[src/gce_pkg.sv]
// Package holding the layout and constants of the guest control extension register.
// How it works
// [RULE1] A build without the extension returns all zeros on every read of the register.
// [RULE2] Software checks the extension-present bit of the base guest control before using it; the bench skips the check, as this build implements it.
// [RULE3] Each virtual processing element has its own copy of the register.
// [RULE4] Bit 5 and bits above the fields read as zero and software writes zeros there.
// [RULE5] Bits 9:8 pick which translations the root page walker serves, read-only zero if absent.
// [RULE6] Walk context 00 serves both contexts with software restoring state; 01 is reserved.
// [RULE7] Walk context 10 serves guest-physical to root-physical and a root miss raises an exception.
// [RULE8] Walk context 11 serves root-virtual to root-physical and a guest miss raises a root exception.
// [RULE9] Bits 7:6 are a read-only preset telling whether root attributes alter guest ones.
// [RULE10] Combining 00 means independent, 01 means modified by root, 10 and 11 are reserved.
// [RULE11] With the base cache enable and bit 4 both set, index-invalidate ops run in guest mode.
// [RULE12] With bit 3 set, guest field-change events raise no exception; cleared, they raise one.
// [RULE13] Optional bits are read-only zero when absent and reset to zero when present.
package gce_pkg;
    localparam int unsigned GCE_W = 32;
    localparam logic [4:0] GCE_REG_NUM = 5'h0b;
    localparam logic [2:0] GCE_REG_SEL = 3'h4;
    localparam int unsigned PWC_HI = 9;
    localparam int unsigned PWC_LO = 8;
    localparam int unsigned CCB_HI = 7;
    localparam int unsigned CCB_LO = 6;
    localparam int unsigned CGI_BIT = 4;
    localparam int unsigned FCD_BIT = 3;
    localparam logic [1:0] PWC_RESET = 2'h0;
    localparam logic [15:0] CACHE_IDX_INV_CODE = 16'hb000;
    localparam logic [GCE_W-1:0] GCE_ZERO = 32'h0000_0000;
    typedef enum logic [1:0] {
        GCE_PWC_BOTH,
        GCE_PWC_RSVD,
        GCE_PWC_GUEST,
        GCE_PWC_ROOT
    } gce_pwc_t;
    localparam logic [1:0] CCB_INDEPENDENT = 2'h0;
    localparam logic [1:0] CCB_MODIFIED = 2'h1;
endpackage

[src/gce_vpe_copy.sv]
// One copy of the guest control extension register for a single processing element.
`timescale 1ns/10ps
`default_nettype none
module gce_vpe_copy #(
    parameter bit HAS_PWC = 1'b1,
    parameter bit HAS_CGI = 1'b1,
    parameter bit HAS_FCD = 1'b1
) (
    input wire logic clk,
    input wire logic sys_rst,
    input wire logic wr_en,
    input wire logic [gce_pkg::GCE_W-1:0] wr_data,
    output logic [1:0] pwc,
    output logic index_invalidate_enable,
    output logic fcd
);
    import gce_pkg::*;

    // Writable fields; absent features stay zero so they read as zero
    always_ff @(posedge clk or posedge sys_rst) begin
        if (sys_rst) begin
            pwc <= PWC_RESET; // [RULE13]
            index_invalidate_enable <= 1'b0; // [RULE13]
            fcd <= 1'b0; // [RULE13]
        end else if (wr_en) begin
            pwc <= HAS_PWC ? wr_data[PWC_HI:PWC_LO] : PWC_RESET; // [RULE5]
            index_invalidate_enable <= HAS_CGI & wr_data[CGI_BIT]; // [RULE13]
            fcd <= HAS_FCD & wr_data[FCD_BIT]; // [RULE13]
        end
    end
endmodule // gce_vpe_copy
`default_nettype wire

[src/gce_reg.sv]
// Guest control extension register bank with its steering outputs.
`timescale 1ns/10ps
`default_nettype none
module gce_reg #(
    parameter int unsigned NUM_VPE = 2,
    parameter int unsigned VPE_W = 1,
    parameter bit IMPLEMENTED = 1'b1,
    parameter bit HAS_PWC = 1'b1,
    parameter bit HAS_CGI = 1'b1,
    parameter bit HAS_FCD = 1'b1,
    parameter logic [1:0] CCB_PRESET = gce_pkg::CCB_INDEPENDENT
) (
    input wire logic clk,
    input wire logic sys_rst,
    input wire logic cop_wr,
    input wire logic cop_rd,
    input wire logic [4:0] cop_reg_num,
    input wire logic [2:0] cop_reg_sel,
    input wire logic [VPE_W-1:0] cop_vpe,
    input wire logic [gce_pkg::GCE_W-1:0] cop_wr_data,
    output logic [gce_pkg::GCE_W-1:0] cop_rd_data,
    output logic cop_rd_valid,
    input wire logic [VPE_W-1:0] ctx_vpe,
    input wire logic cache_operation_enable,
    input wire logic guest_mode,
    input wire logic cache_op,
    input wire logic [15:0] cache_op_code,
    input wire logic guest_field_change,
    input wire logic root_tlb_miss,
    input wire logic guest_tlb_miss,
    output logic [1:0] page_walk_context_field,
    output logic walk_guest_phys,
    output logic walk_root_virt,
    output logic walk_restore_needed,
    output logic [1:0] cacheability_combining_field,
    output logic cache_op_psi_suppress,
    output logic field_change_exception,
    output logic walk_miss_exception
);
    import gce_pkg::*;

    // Organisation: one copy per processing element, written only by the register bus.
    // The steering outputs follow the element named by ctx_vpe, so a context switch
    // takes effect on the edge after ctx_vpe changes. Everything leaving the block is
    // registered, which costs one cycle on each exception condition but keeps the
    // outputs glitch-free for the pipeline that consumes them.

    // Per-element state gathered from the copies
    logic [1:0] pwc_q [NUM_VPE];
    logic cgi_q [NUM_VPE];
    logic fcd_q [NUM_VPE];
    logic sel_hit;
    logic [1:0] cur_pwc;
    logic cur_cgi;
    logic cur_fcd;
    logic [1:0] next_pwc;
    // Read image of each element, built beside its copy so the read mux is a plain index
    logic [GCE_W-1:0] vpe_word [NUM_VPE];

    // Register decode is shared by reads and writes
    function automatic logic hit(input logic [4:0] num, input logic [2:0] sel);
        hit = (num == GCE_REG_NUM) && (sel == GCE_REG_SEL);
    endfunction

    // Readable image of one copy; reserved bits and absent fields stay zero
    function automatic logic [GCE_W-1:0] pack_word(input logic [1:0] pwc, input logic index_invalidate_enable,
        input logic fcd);
        logic [GCE_W-1:0] word;
        word = GCE_ZERO; // [RULE4]
        word[PWC_HI:PWC_LO] = pwc; // [RULE5]
        word[CCB_HI:CCB_LO] = CCB_PRESET; // [RULE9]
        word[CGI_BIT] = index_invalidate_enable; // [RULE13]
        word[FCD_BIT] = fcd; // [RULE13]
        pack_word = word;
    endfunction

    // Which walker miss escalates depends only on the context being served
    function automatic logic miss_raise(input logic [1:0] ctx, input logic root_miss,
        input logic guest_miss);
        case (gce_pwc_t'(ctx))
            GCE_PWC_GUEST: begin
                miss_raise = root_miss; // [RULE7]
            end
            GCE_PWC_ROOT: begin
                miss_raise = guest_miss; // [RULE8]
            end
            // Shared walking leaves miss handling to software, so nothing escalates here
            default: begin
                miss_raise = 1'b0;
            end
        endcase
    endfunction

    assign sel_hit = hit(cop_reg_num, cop_reg_sel);

    // One copy per processing element; the hardware side never writes it
    genvar g;
    generate
        for (g = 0; g < NUM_VPE; g++) begin : g_vpe
            gce_vpe_copy #(
                .HAS_PWC(HAS_PWC & IMPLEMENTED),
                .HAS_CGI(HAS_CGI & IMPLEMENTED),
                .HAS_FCD(HAS_FCD & IMPLEMENTED)
            ) u_copy (
                .clk(clk),
                .sys_rst(sys_rst),
                .wr_en(cop_wr && sel_hit && (cop_vpe == VPE_W'(g))), // [RULE3]
                .wr_data(cop_wr_data),
                .pwc(pwc_q[g]),
                .index_invalidate_enable(cgi_q[g]),
                .fcd(fcd_q[g])
            );
            // Image of this copy as a read returns it
            assign vpe_word[g] = pack_word(pwc_q[g], cgi_q[g], fcd_q[g]);
        end
    endgenerate

    assign cur_pwc = pwc_q[ctx_vpe];
    assign cur_cgi = cgi_q[ctx_vpe];
    assign cur_fcd = fcd_q[ctx_vpe];
    assign next_pwc = cur_pwc;

    // Read answer: every read strobe is acknowledged, hit or not
    always_ff @(posedge clk or posedge sys_rst) begin
        if (sys_rst) begin
            cop_rd_valid <= 1'b0;
        end else begin
            cop_rd_valid <= cop_rd;
        end
    end

    // Read data, one cycle after the request; a read that meets a write in the same
    // cycle still sees the old value because the copies update on that very edge
    always_ff @(posedge clk or posedge sys_rst) begin
        if (sys_rst) begin
            cop_rd_data <= GCE_ZERO;
        end else if (cop_rd && sel_hit && IMPLEMENTED) begin
            cop_rd_data <= vpe_word[cop_vpe]; // [RULE3] [RULE5] [RULE9]
        end else begin
            cop_rd_data <= GCE_ZERO; // Absent register or other select [RULE1] [RULE4]
        end
    end

    // Walker steering for the current element; 01 decodes like 00
    always_ff @(posedge clk or posedge sys_rst) begin
        if (sys_rst) begin
            page_walk_context_field <= PWC_RESET;
            walk_guest_phys <= 1'b1;
            walk_root_virt <= 1'b1;
            walk_restore_needed <= 1'b1;
        end else begin
            page_walk_context_field <= next_pwc;
            case (gce_pwc_t'(next_pwc))
                GCE_PWC_GUEST: begin
                    walk_guest_phys <= 1'b1; // [RULE7]
                    walk_root_virt <= 1'b0;
                    walk_restore_needed <= 1'b0;
                end
                GCE_PWC_ROOT: begin
                    walk_guest_phys <= 1'b0; // [RULE8]
                    walk_root_virt <= 1'b1;
                    walk_restore_needed <= 1'b0;
                end
                GCE_PWC_BOTH: begin
                    walk_guest_phys <= 1'b1; // [RULE6]
                    walk_root_virt <= 1'b1;
                    walk_restore_needed <= 1'b1; // [RULE6]
                end
                // Reserved code acts as 00 so a stray write never leaves both walkers off
                GCE_PWC_RSVD: begin
                    walk_guest_phys <= 1'b1;
                    walk_root_virt <= 1'b1;
                    walk_restore_needed <= 1'b1;
                end
                default: begin
                    walk_guest_phys <= 1'b1;
                    walk_root_virt <= 1'b1;
                    walk_restore_needed <= 1'b1;
                end
            endcase
        end
    end

    // Miss escalation for the current element, one cycle after the miss
    always_ff @(posedge clk or posedge sys_rst) begin
        if (sys_rst) begin
            walk_miss_exception <= 1'b0;
        end else begin
            walk_miss_exception <= miss_raise(next_pwc, root_tlb_miss,
                guest_tlb_miss); // [RULE7] [RULE8]
        end
    end

    // Constant preset; reserved codes are the integrator's problem
    always_ff @(posedge clk or posedge sys_rst) begin
        if (sys_rst) begin
            cacheability_combining_field <= 2'h0;
        end else begin
            cacheability_combining_field <= IMPLEMENTED ? CCB_PRESET : 2'h0; // [RULE10]
        end
    end

    // Index-invalidate suppression, registered so the output comes from a flop
    always_ff @(posedge clk or posedge sys_rst) begin
        if (sys_rst) begin
            cache_op_psi_suppress <= 1'b0;
        end else begin
            cache_op_psi_suppress <= guest_mode && cache_op && cache_operation_enable
                && cur_cgi && (cache_op_code == CACHE_IDX_INV_CODE); // [RULE11]
        end
    end

    // Field-change exception; the disable bit only masks guest-mode events
    always_ff @(posedge clk or posedge sys_rst) begin
        if (sys_rst) begin
            field_change_exception <= 1'b0;
        end else begin
            field_change_exception <= guest_mode && guest_field_change && !cur_fcd; // [RULE12]
        end
    end
endmodule // gce_reg
`default_nettype wire

[config.mk]
export PLATFORM = sky130hd
export DESIGN_NAME = gce_reg
export DESIGN_NICKNAME = d
export VERILOG_FILES = /design/src/gce_pkg.sv /design/src/gce_vpe_copy.sv /design/src/gce_reg.sv
export SDC_FILE = /design/constraint.sdc
export NUM_CORES = 1
export LEC_CHECK = 0
export BUFFER_PORTS_ARGS = -buffer_cell sky130_fd_sc_hd__buf_4
export CORE_MARGIN = 3
export CORE_UTILIZATION = 35
export CTS_BUF_LIST = sky130_fd_sc_hd__clkbuf_8
export CTS_CLUSTER_DIAMETER = 50
export DETAILED_ROUTE_END_ITERATION = 10
export HOLD_SLACK_MARGIN = 0.03
export MAX_ROUTING_LAYER = met4
export PLACE_DENSITY = 0.79
export SLEW_MARGIN = 15
export SYNTH_ARGS = -nofsm -noshare
export SYNTH_HDL_FRONTEND = slang
export SYNTH_SLANG_ARGS = --single-unit
[constraint.sdc]
create_clock -name clk -period 2.1 [get_ports clk]
set_clock_uncertainty 0.1 [all_clocks]
set_input_delay 0.105 -clock clk [delete_from_list [all_inputs] [get_ports clk]]
set_output_delay 0.105 -clock clk [all_outputs]
set_load 0.02 [all_outputs]
; Word level (Yosys, flattened, before mapping)
; Cells that the tools add are included.
[totals]
ff_bits = 49
latch_bits = 0
ram_bits = 0
romBits = 0
elab_cells = 60
mem_count = 0
[op_classes]
n_addsub = 0
multipliers = 0
n_div = 0
order_cmp = 2
eq_ne = 6
shifts = 0
muxes = 17
bitwise = 3
reduce_logical = 17
[ops]
columns = cell, count
row1 = 2-to-1 mux 32 bit, 3
row2 = == test 16 bit (second input constant), 1
row3 = logical AND 1 bit, 11
row4 = 2-to-1 mux 10 bit, 1
row5 = case mux 1 bit (2 select lines), 4
row6 = 2-to-1 mux 1 bit, 6
row7 = 2-to-1 mux 2 bit, 3
row8 = OR reduction 3 bit, 2
row9 = == test 5 x 4 -> 1 bit (second input constant), 1
row10 = == test 2 bit (second input constant), 2
row11 = >= comparator 2 bit (second input constant), 2
row12 = inverter 1 -> 2 bit, 2
row13 = OR reduction 2 bit, 2
row14 = == test 3 bit (second input constant), 1
row15 = == test 2 x 1 -> 1 bit (second input constant), 1
row16 = logical NOT 2 bit, 1
row17 = logical NOT 1 bit, 1
row18 = inverter 1 bit, 1

; Logic depth before layout (Yosys ltp)
[depth]
depth_word = 7
depth_mapped = 4
ltp_nobuf = 4

; Cells and area by module
; A second synthesis with hierarchy kept.
[unflattened]
cells_unflattened = 100
area_unflattened_um2 = 1158.6
[modules_own_cells]
columns = mod, instances, cells_per_inst, area_per_inst_um2
row1 = gce_reg, 1, 82, 860.8
row2 = gce_vpe_copy, 2, 9, 148.9

; Worst setup path before layout
; Ideal clock, no wire load.
[synth_path]
kind = input-to-reg
from = input port cop_reg_num[4]
to = register g_vpe[0].u_copy.fcd
arrival_ns = 0.907
t_required_ns = 1.875
setup_slack_ns = 0.969
stages = 3
path_buffers = 0
cell_sequence = nor4b_4 -> nand4b_1 -> mux2_2
[synth_between]
elab_chain_len = 4
[synth_lines]
columns = item, line
row1 = start: declaration, gce_reg.sv:17  ; input wire logic [4:0] cop_reg_num,
row2 = == test 5 x 4 -> 1 bit, gce_reg.sv:62  ; hit = (num == GCE_REG_NUM) && (sel == GCE_REG_SEL);
row3 = logical AND 1 bit, gce_reg.sv:62
row4 = logical AND 1 bit (2 in series), gce_reg.sv:107  ; .wr_en(cop_wr && sel_hit && (cop_vpe == VPE_W'(g))),
row5 = end signal: assignment, gce_vpe_copy.sv:28  ; fcd <= HAS_FCD & wr_data[FCD_BIT];
row6 = end: declaration, gce_vpe_copy.sv:15  ; output logic fcd
; No other way between the ends.
; A chain may end at the register's enable or synchronous reset.

; Worst setup path in the final report
[layout_path]
from = input port cache_op_code[8]
to = register cache_op_psi_suppress
[layout_between]
elab_chain_len = 2
[layout_lines]
columns = item, line
row1 = start: declaration, gce_reg.sv:27  ; input wire logic [15:0] cache_op_code,
row2 = == test 16 bit, gce_reg.sv:209  ; && cur_cgi && (cache_op_code == CACHE_IDX_INV_CODE);
row3 = logical AND 1 bit, gce_reg.sv:209
row4 = end signal: assignment, gce_reg.sv:208  ; cache_op_psi_suppress <= guest_mode && cache_op && cache_operation_enable
row5 = end: declaration, gce_reg.sv:36  ; output logic cache_op_psi_suppress,
; No other way between the ends.

==> results_dict.tcl <==
set metrics [dict create \
    synth_top_area_share_pct 41.2 \
    synth_commonest_cells "buf_4, dfrtp_1, mux2_2" \
    die_h_um 61.9 \
    overflow 0 \
    critPathCaptureType "register" \
    synth-simple-area-share_pct 12.9 \
    port_buffers 52 \
    cts.clk_slew.worst_paths_ns 0.07 \
    place_ws_ns 0.700 \
    syn_inst 95 \
    status "complete, no violations" \
    drive_gt1_share_pct 40.7 \
    cts_setup_buffers 0 \
    drt_iter0_drc 22 \
    p_int_mw 0.626 \
    grt_max_degree 22 \
    p_comb_share_pct 20.7 \
    holdCritPathClass "in -> reg" \
    synth-edff-count 0 \
    period_minus_slack_ns 1.87 \
    rows 19 \
    fp.dieW_um 61.9 \
    rsz0062_at_grt "false" \
    cts_inserted_buffers 3 \
    io_pins 111 \
    synth-xor-area-share_pct 0 \
    synth_area_per_cell_um2 11.5 \
    grt_pass1_wl_um 3300 \
    max_cap_viol_count 0 \
    ys_seq_area_share_pct 48.5 \
    antenna_found_initial 0 \
    stdcell_count 198 \
    vias 859 \
    wl_per_cell_um 11.3 \
    finalSetupViolCount 0 \
    synthArstFlopShare_pct 100 \
    hold_violations 0 \
    leakagePower_nw 0.874 \
    slew_headroom_pct 50.4 \
    cts_root_buf "clkbuf_8" \
    timing.final.crit_share_pct 89.1 \
    ys_types 20 \
    crit_type "in -> reg" \
    p_switching_mw 0.207 \
    dp_cells 176 \
    synth_top_family_by_area "buffers and inverters" \
    nNetsFinal 236 \
    tightestPinTransition_ns 0.743 \
    worstPathArrival_ns 1.92 \
    area_growth_pct 48.8 \
    whs_ns 0.0905 \
    first_pass_iters 3 \
    routed_wirelength_um 2240 \
    ant_nets 0 \
    htreeDepth 1 \
    clk_latency_ns 0.25 \
    insertedDiodeCount 0 \
    grt_pass1_vias 811 \
    slew_viol_final 0 \
    timing.fmax_mhz 534 \
    finalSetupTns_ns 0 \
    pwr-share-seq_pct 50.2 \
    cts_tree "yes" \
    p_per_area_nw_per_um2 513 \
    vdd_drop_max_v 0.000208 \
    start_kind "input pin" \
    cts.sinks 21 \
    pwr-share-clk_pct 29.1 \
    yosys_warnings 0 \
    synthTopCellsByArea "dfrtp_1, buf_4, mux2_2" \
    synthAdderAreaFrac_pct 0 \
    cp_max_fo 1 \
    muxShareOfSynthArea_pct 15.7 \
    clock_path_buffers 2 \
    fin_ws_ns 0.228 \
    syn_area_um2 1090 \
    p_sw_share_pct 24.8 \
    yosysTopAreaCell "dfrtp_1" \
    start_util_pct 38.3 \
    dieArea_um2 3830 \
    ys_seq_elements 21 \
    gp_congestion 0.740 \
    via_per_inst 4.34 \
    required_ns 2.15 \
    core_area_um2 2850 \
    route.detailed.drc 0 \
    synth_compound_area_share_pct 0.458 \
    yosysMostFrequentCell "buf_4" \
    grt_usage_pct 12.2 \
    synth_flop_cell "dfrtp_1" \
    place_hpwl_um 1780 \
]
power groups by stage:
stage                     clock (mW)  sequential, mW  combinational (mW)
after floorplan                    0           0.431               0.116
after global placement             0           0.425               0.147
after detailed placement           0           0.426               0.150
after CTS                      0.252           0.418               0.172
after global routing           0.269           0.419               0.187
final                          0.243           0.418               0.173
routing by layer:
layer | track usage [%] | up-vias | wire (um) | share of wire [%]
met4 | 4.55 | 0 | 17 | 0.76
met3 | 1.86 | 2 | 204 | 9.1
met2 | 24.7 | 50 | 1250 | 56
li1 | - | 401 | - | -
met1 | 11.1 | 406 | 764 | 34
met5 | - | - | 0 | 0
registers in the layout, indices dropped and copies added (netlist names):
| signal | flops |
|---|---|
| cache_op_psi_suppress | 1 |
| cop_rd_data | 4 |
| cop_rd_valid | 1 |
| field_change_exception | 1 |
| g_vpe.u_copy.fcd | 2 |
| g_vpe.u_copy.index_invalidate_enable | 2 |
| g_vpe.u_copy.pwc | 4 |
| page_walk_context_field | 2 |
| walk_guest_phys | 1 |
| walk_miss_exception | 1 |
| walk_restore_needed | 1 |
| walk_root_virt | 1 |
stage by stage:
| stage | util (%) | cell area [um^2] | total power, mW |
|---|---|---|---|
| final | 57.0 | 1630 | 0.833 |
| after global routing | 57.0 | 1630 | 0.875 |
| after global placement | 49.1 | 1400 | 0.572 |
| after CTS | 57.0 | 1630 | 0.842 |
| after detailed placement | 49.1 | 1400 | 0.575 |
| after floorplan | - | 1200 | 0.547 |
kinds of logic after synthesis:
logic type | count (synthesis)
other cells | 1
buf+inv | 34
mux | 16
simple gates | 22
flops | 21
compound gates | 1
critical path: stages:
cell and delay (ns):
dlygate4sd3_1 0.53, buf_4 0.13, nor4b_1 0.28, dlygate4sd3_1 0.59, nand2_1 0.06, nor4_1 0.22
cell usage in the layout (no fill, tap or decap), types with 2 or more instances in the layout:
cell and n:
nor4_1 2, dfrtp_1 18, nand4_1 2, clkbuf_8 3, dfstp_2 3, buf_4 52
dlygate4sd3_1 18, mux2_2 9, inv_1 4, nor4b_1 2, nand2_1 5, nor2_1 5
conb_1 30, mux2i_1 7
path summary, 6_finish.rpt:
kind	start	endpoint	slack, ns	cells after the start
worst max-delay path	cache_op_code[8]	cache_op_psi_suppress	0.23	6
worst max register to register	g_vpe[1].u_copy.pwc[0]	walk_miss_exception	0.46	5
max in group asynchronous	sys_rst	field_change_exception	0.99	3
worst min register to register	g_vpe[1].u_copy.pwc[1]	g_vpe[1].u_copy.pwc[1]	0.43	1
min in group asynchronous	sys_rst	cop_rd_data[9]	0.44	3
worst min-delay path	cop_vpe	cop_rd_data[9]	0.09	3
repair_timing:
item / 4_1_cts / 5_1_grt
hold buffers: 18 / 0
hold endpoints to repair: 30 / 0
resized for setup: 0 / 0
final cells by class:
cell class	instances	area (um^2)
timing repair buffer	70	571
sequential	21	529
tap	31	38.8
fill	253	1230
inverter	3	11.3
clock inverter	1	3.75
clock buffer	3	41.3
multi-input combinational	69	430
(Power assumes the default switching activity.)
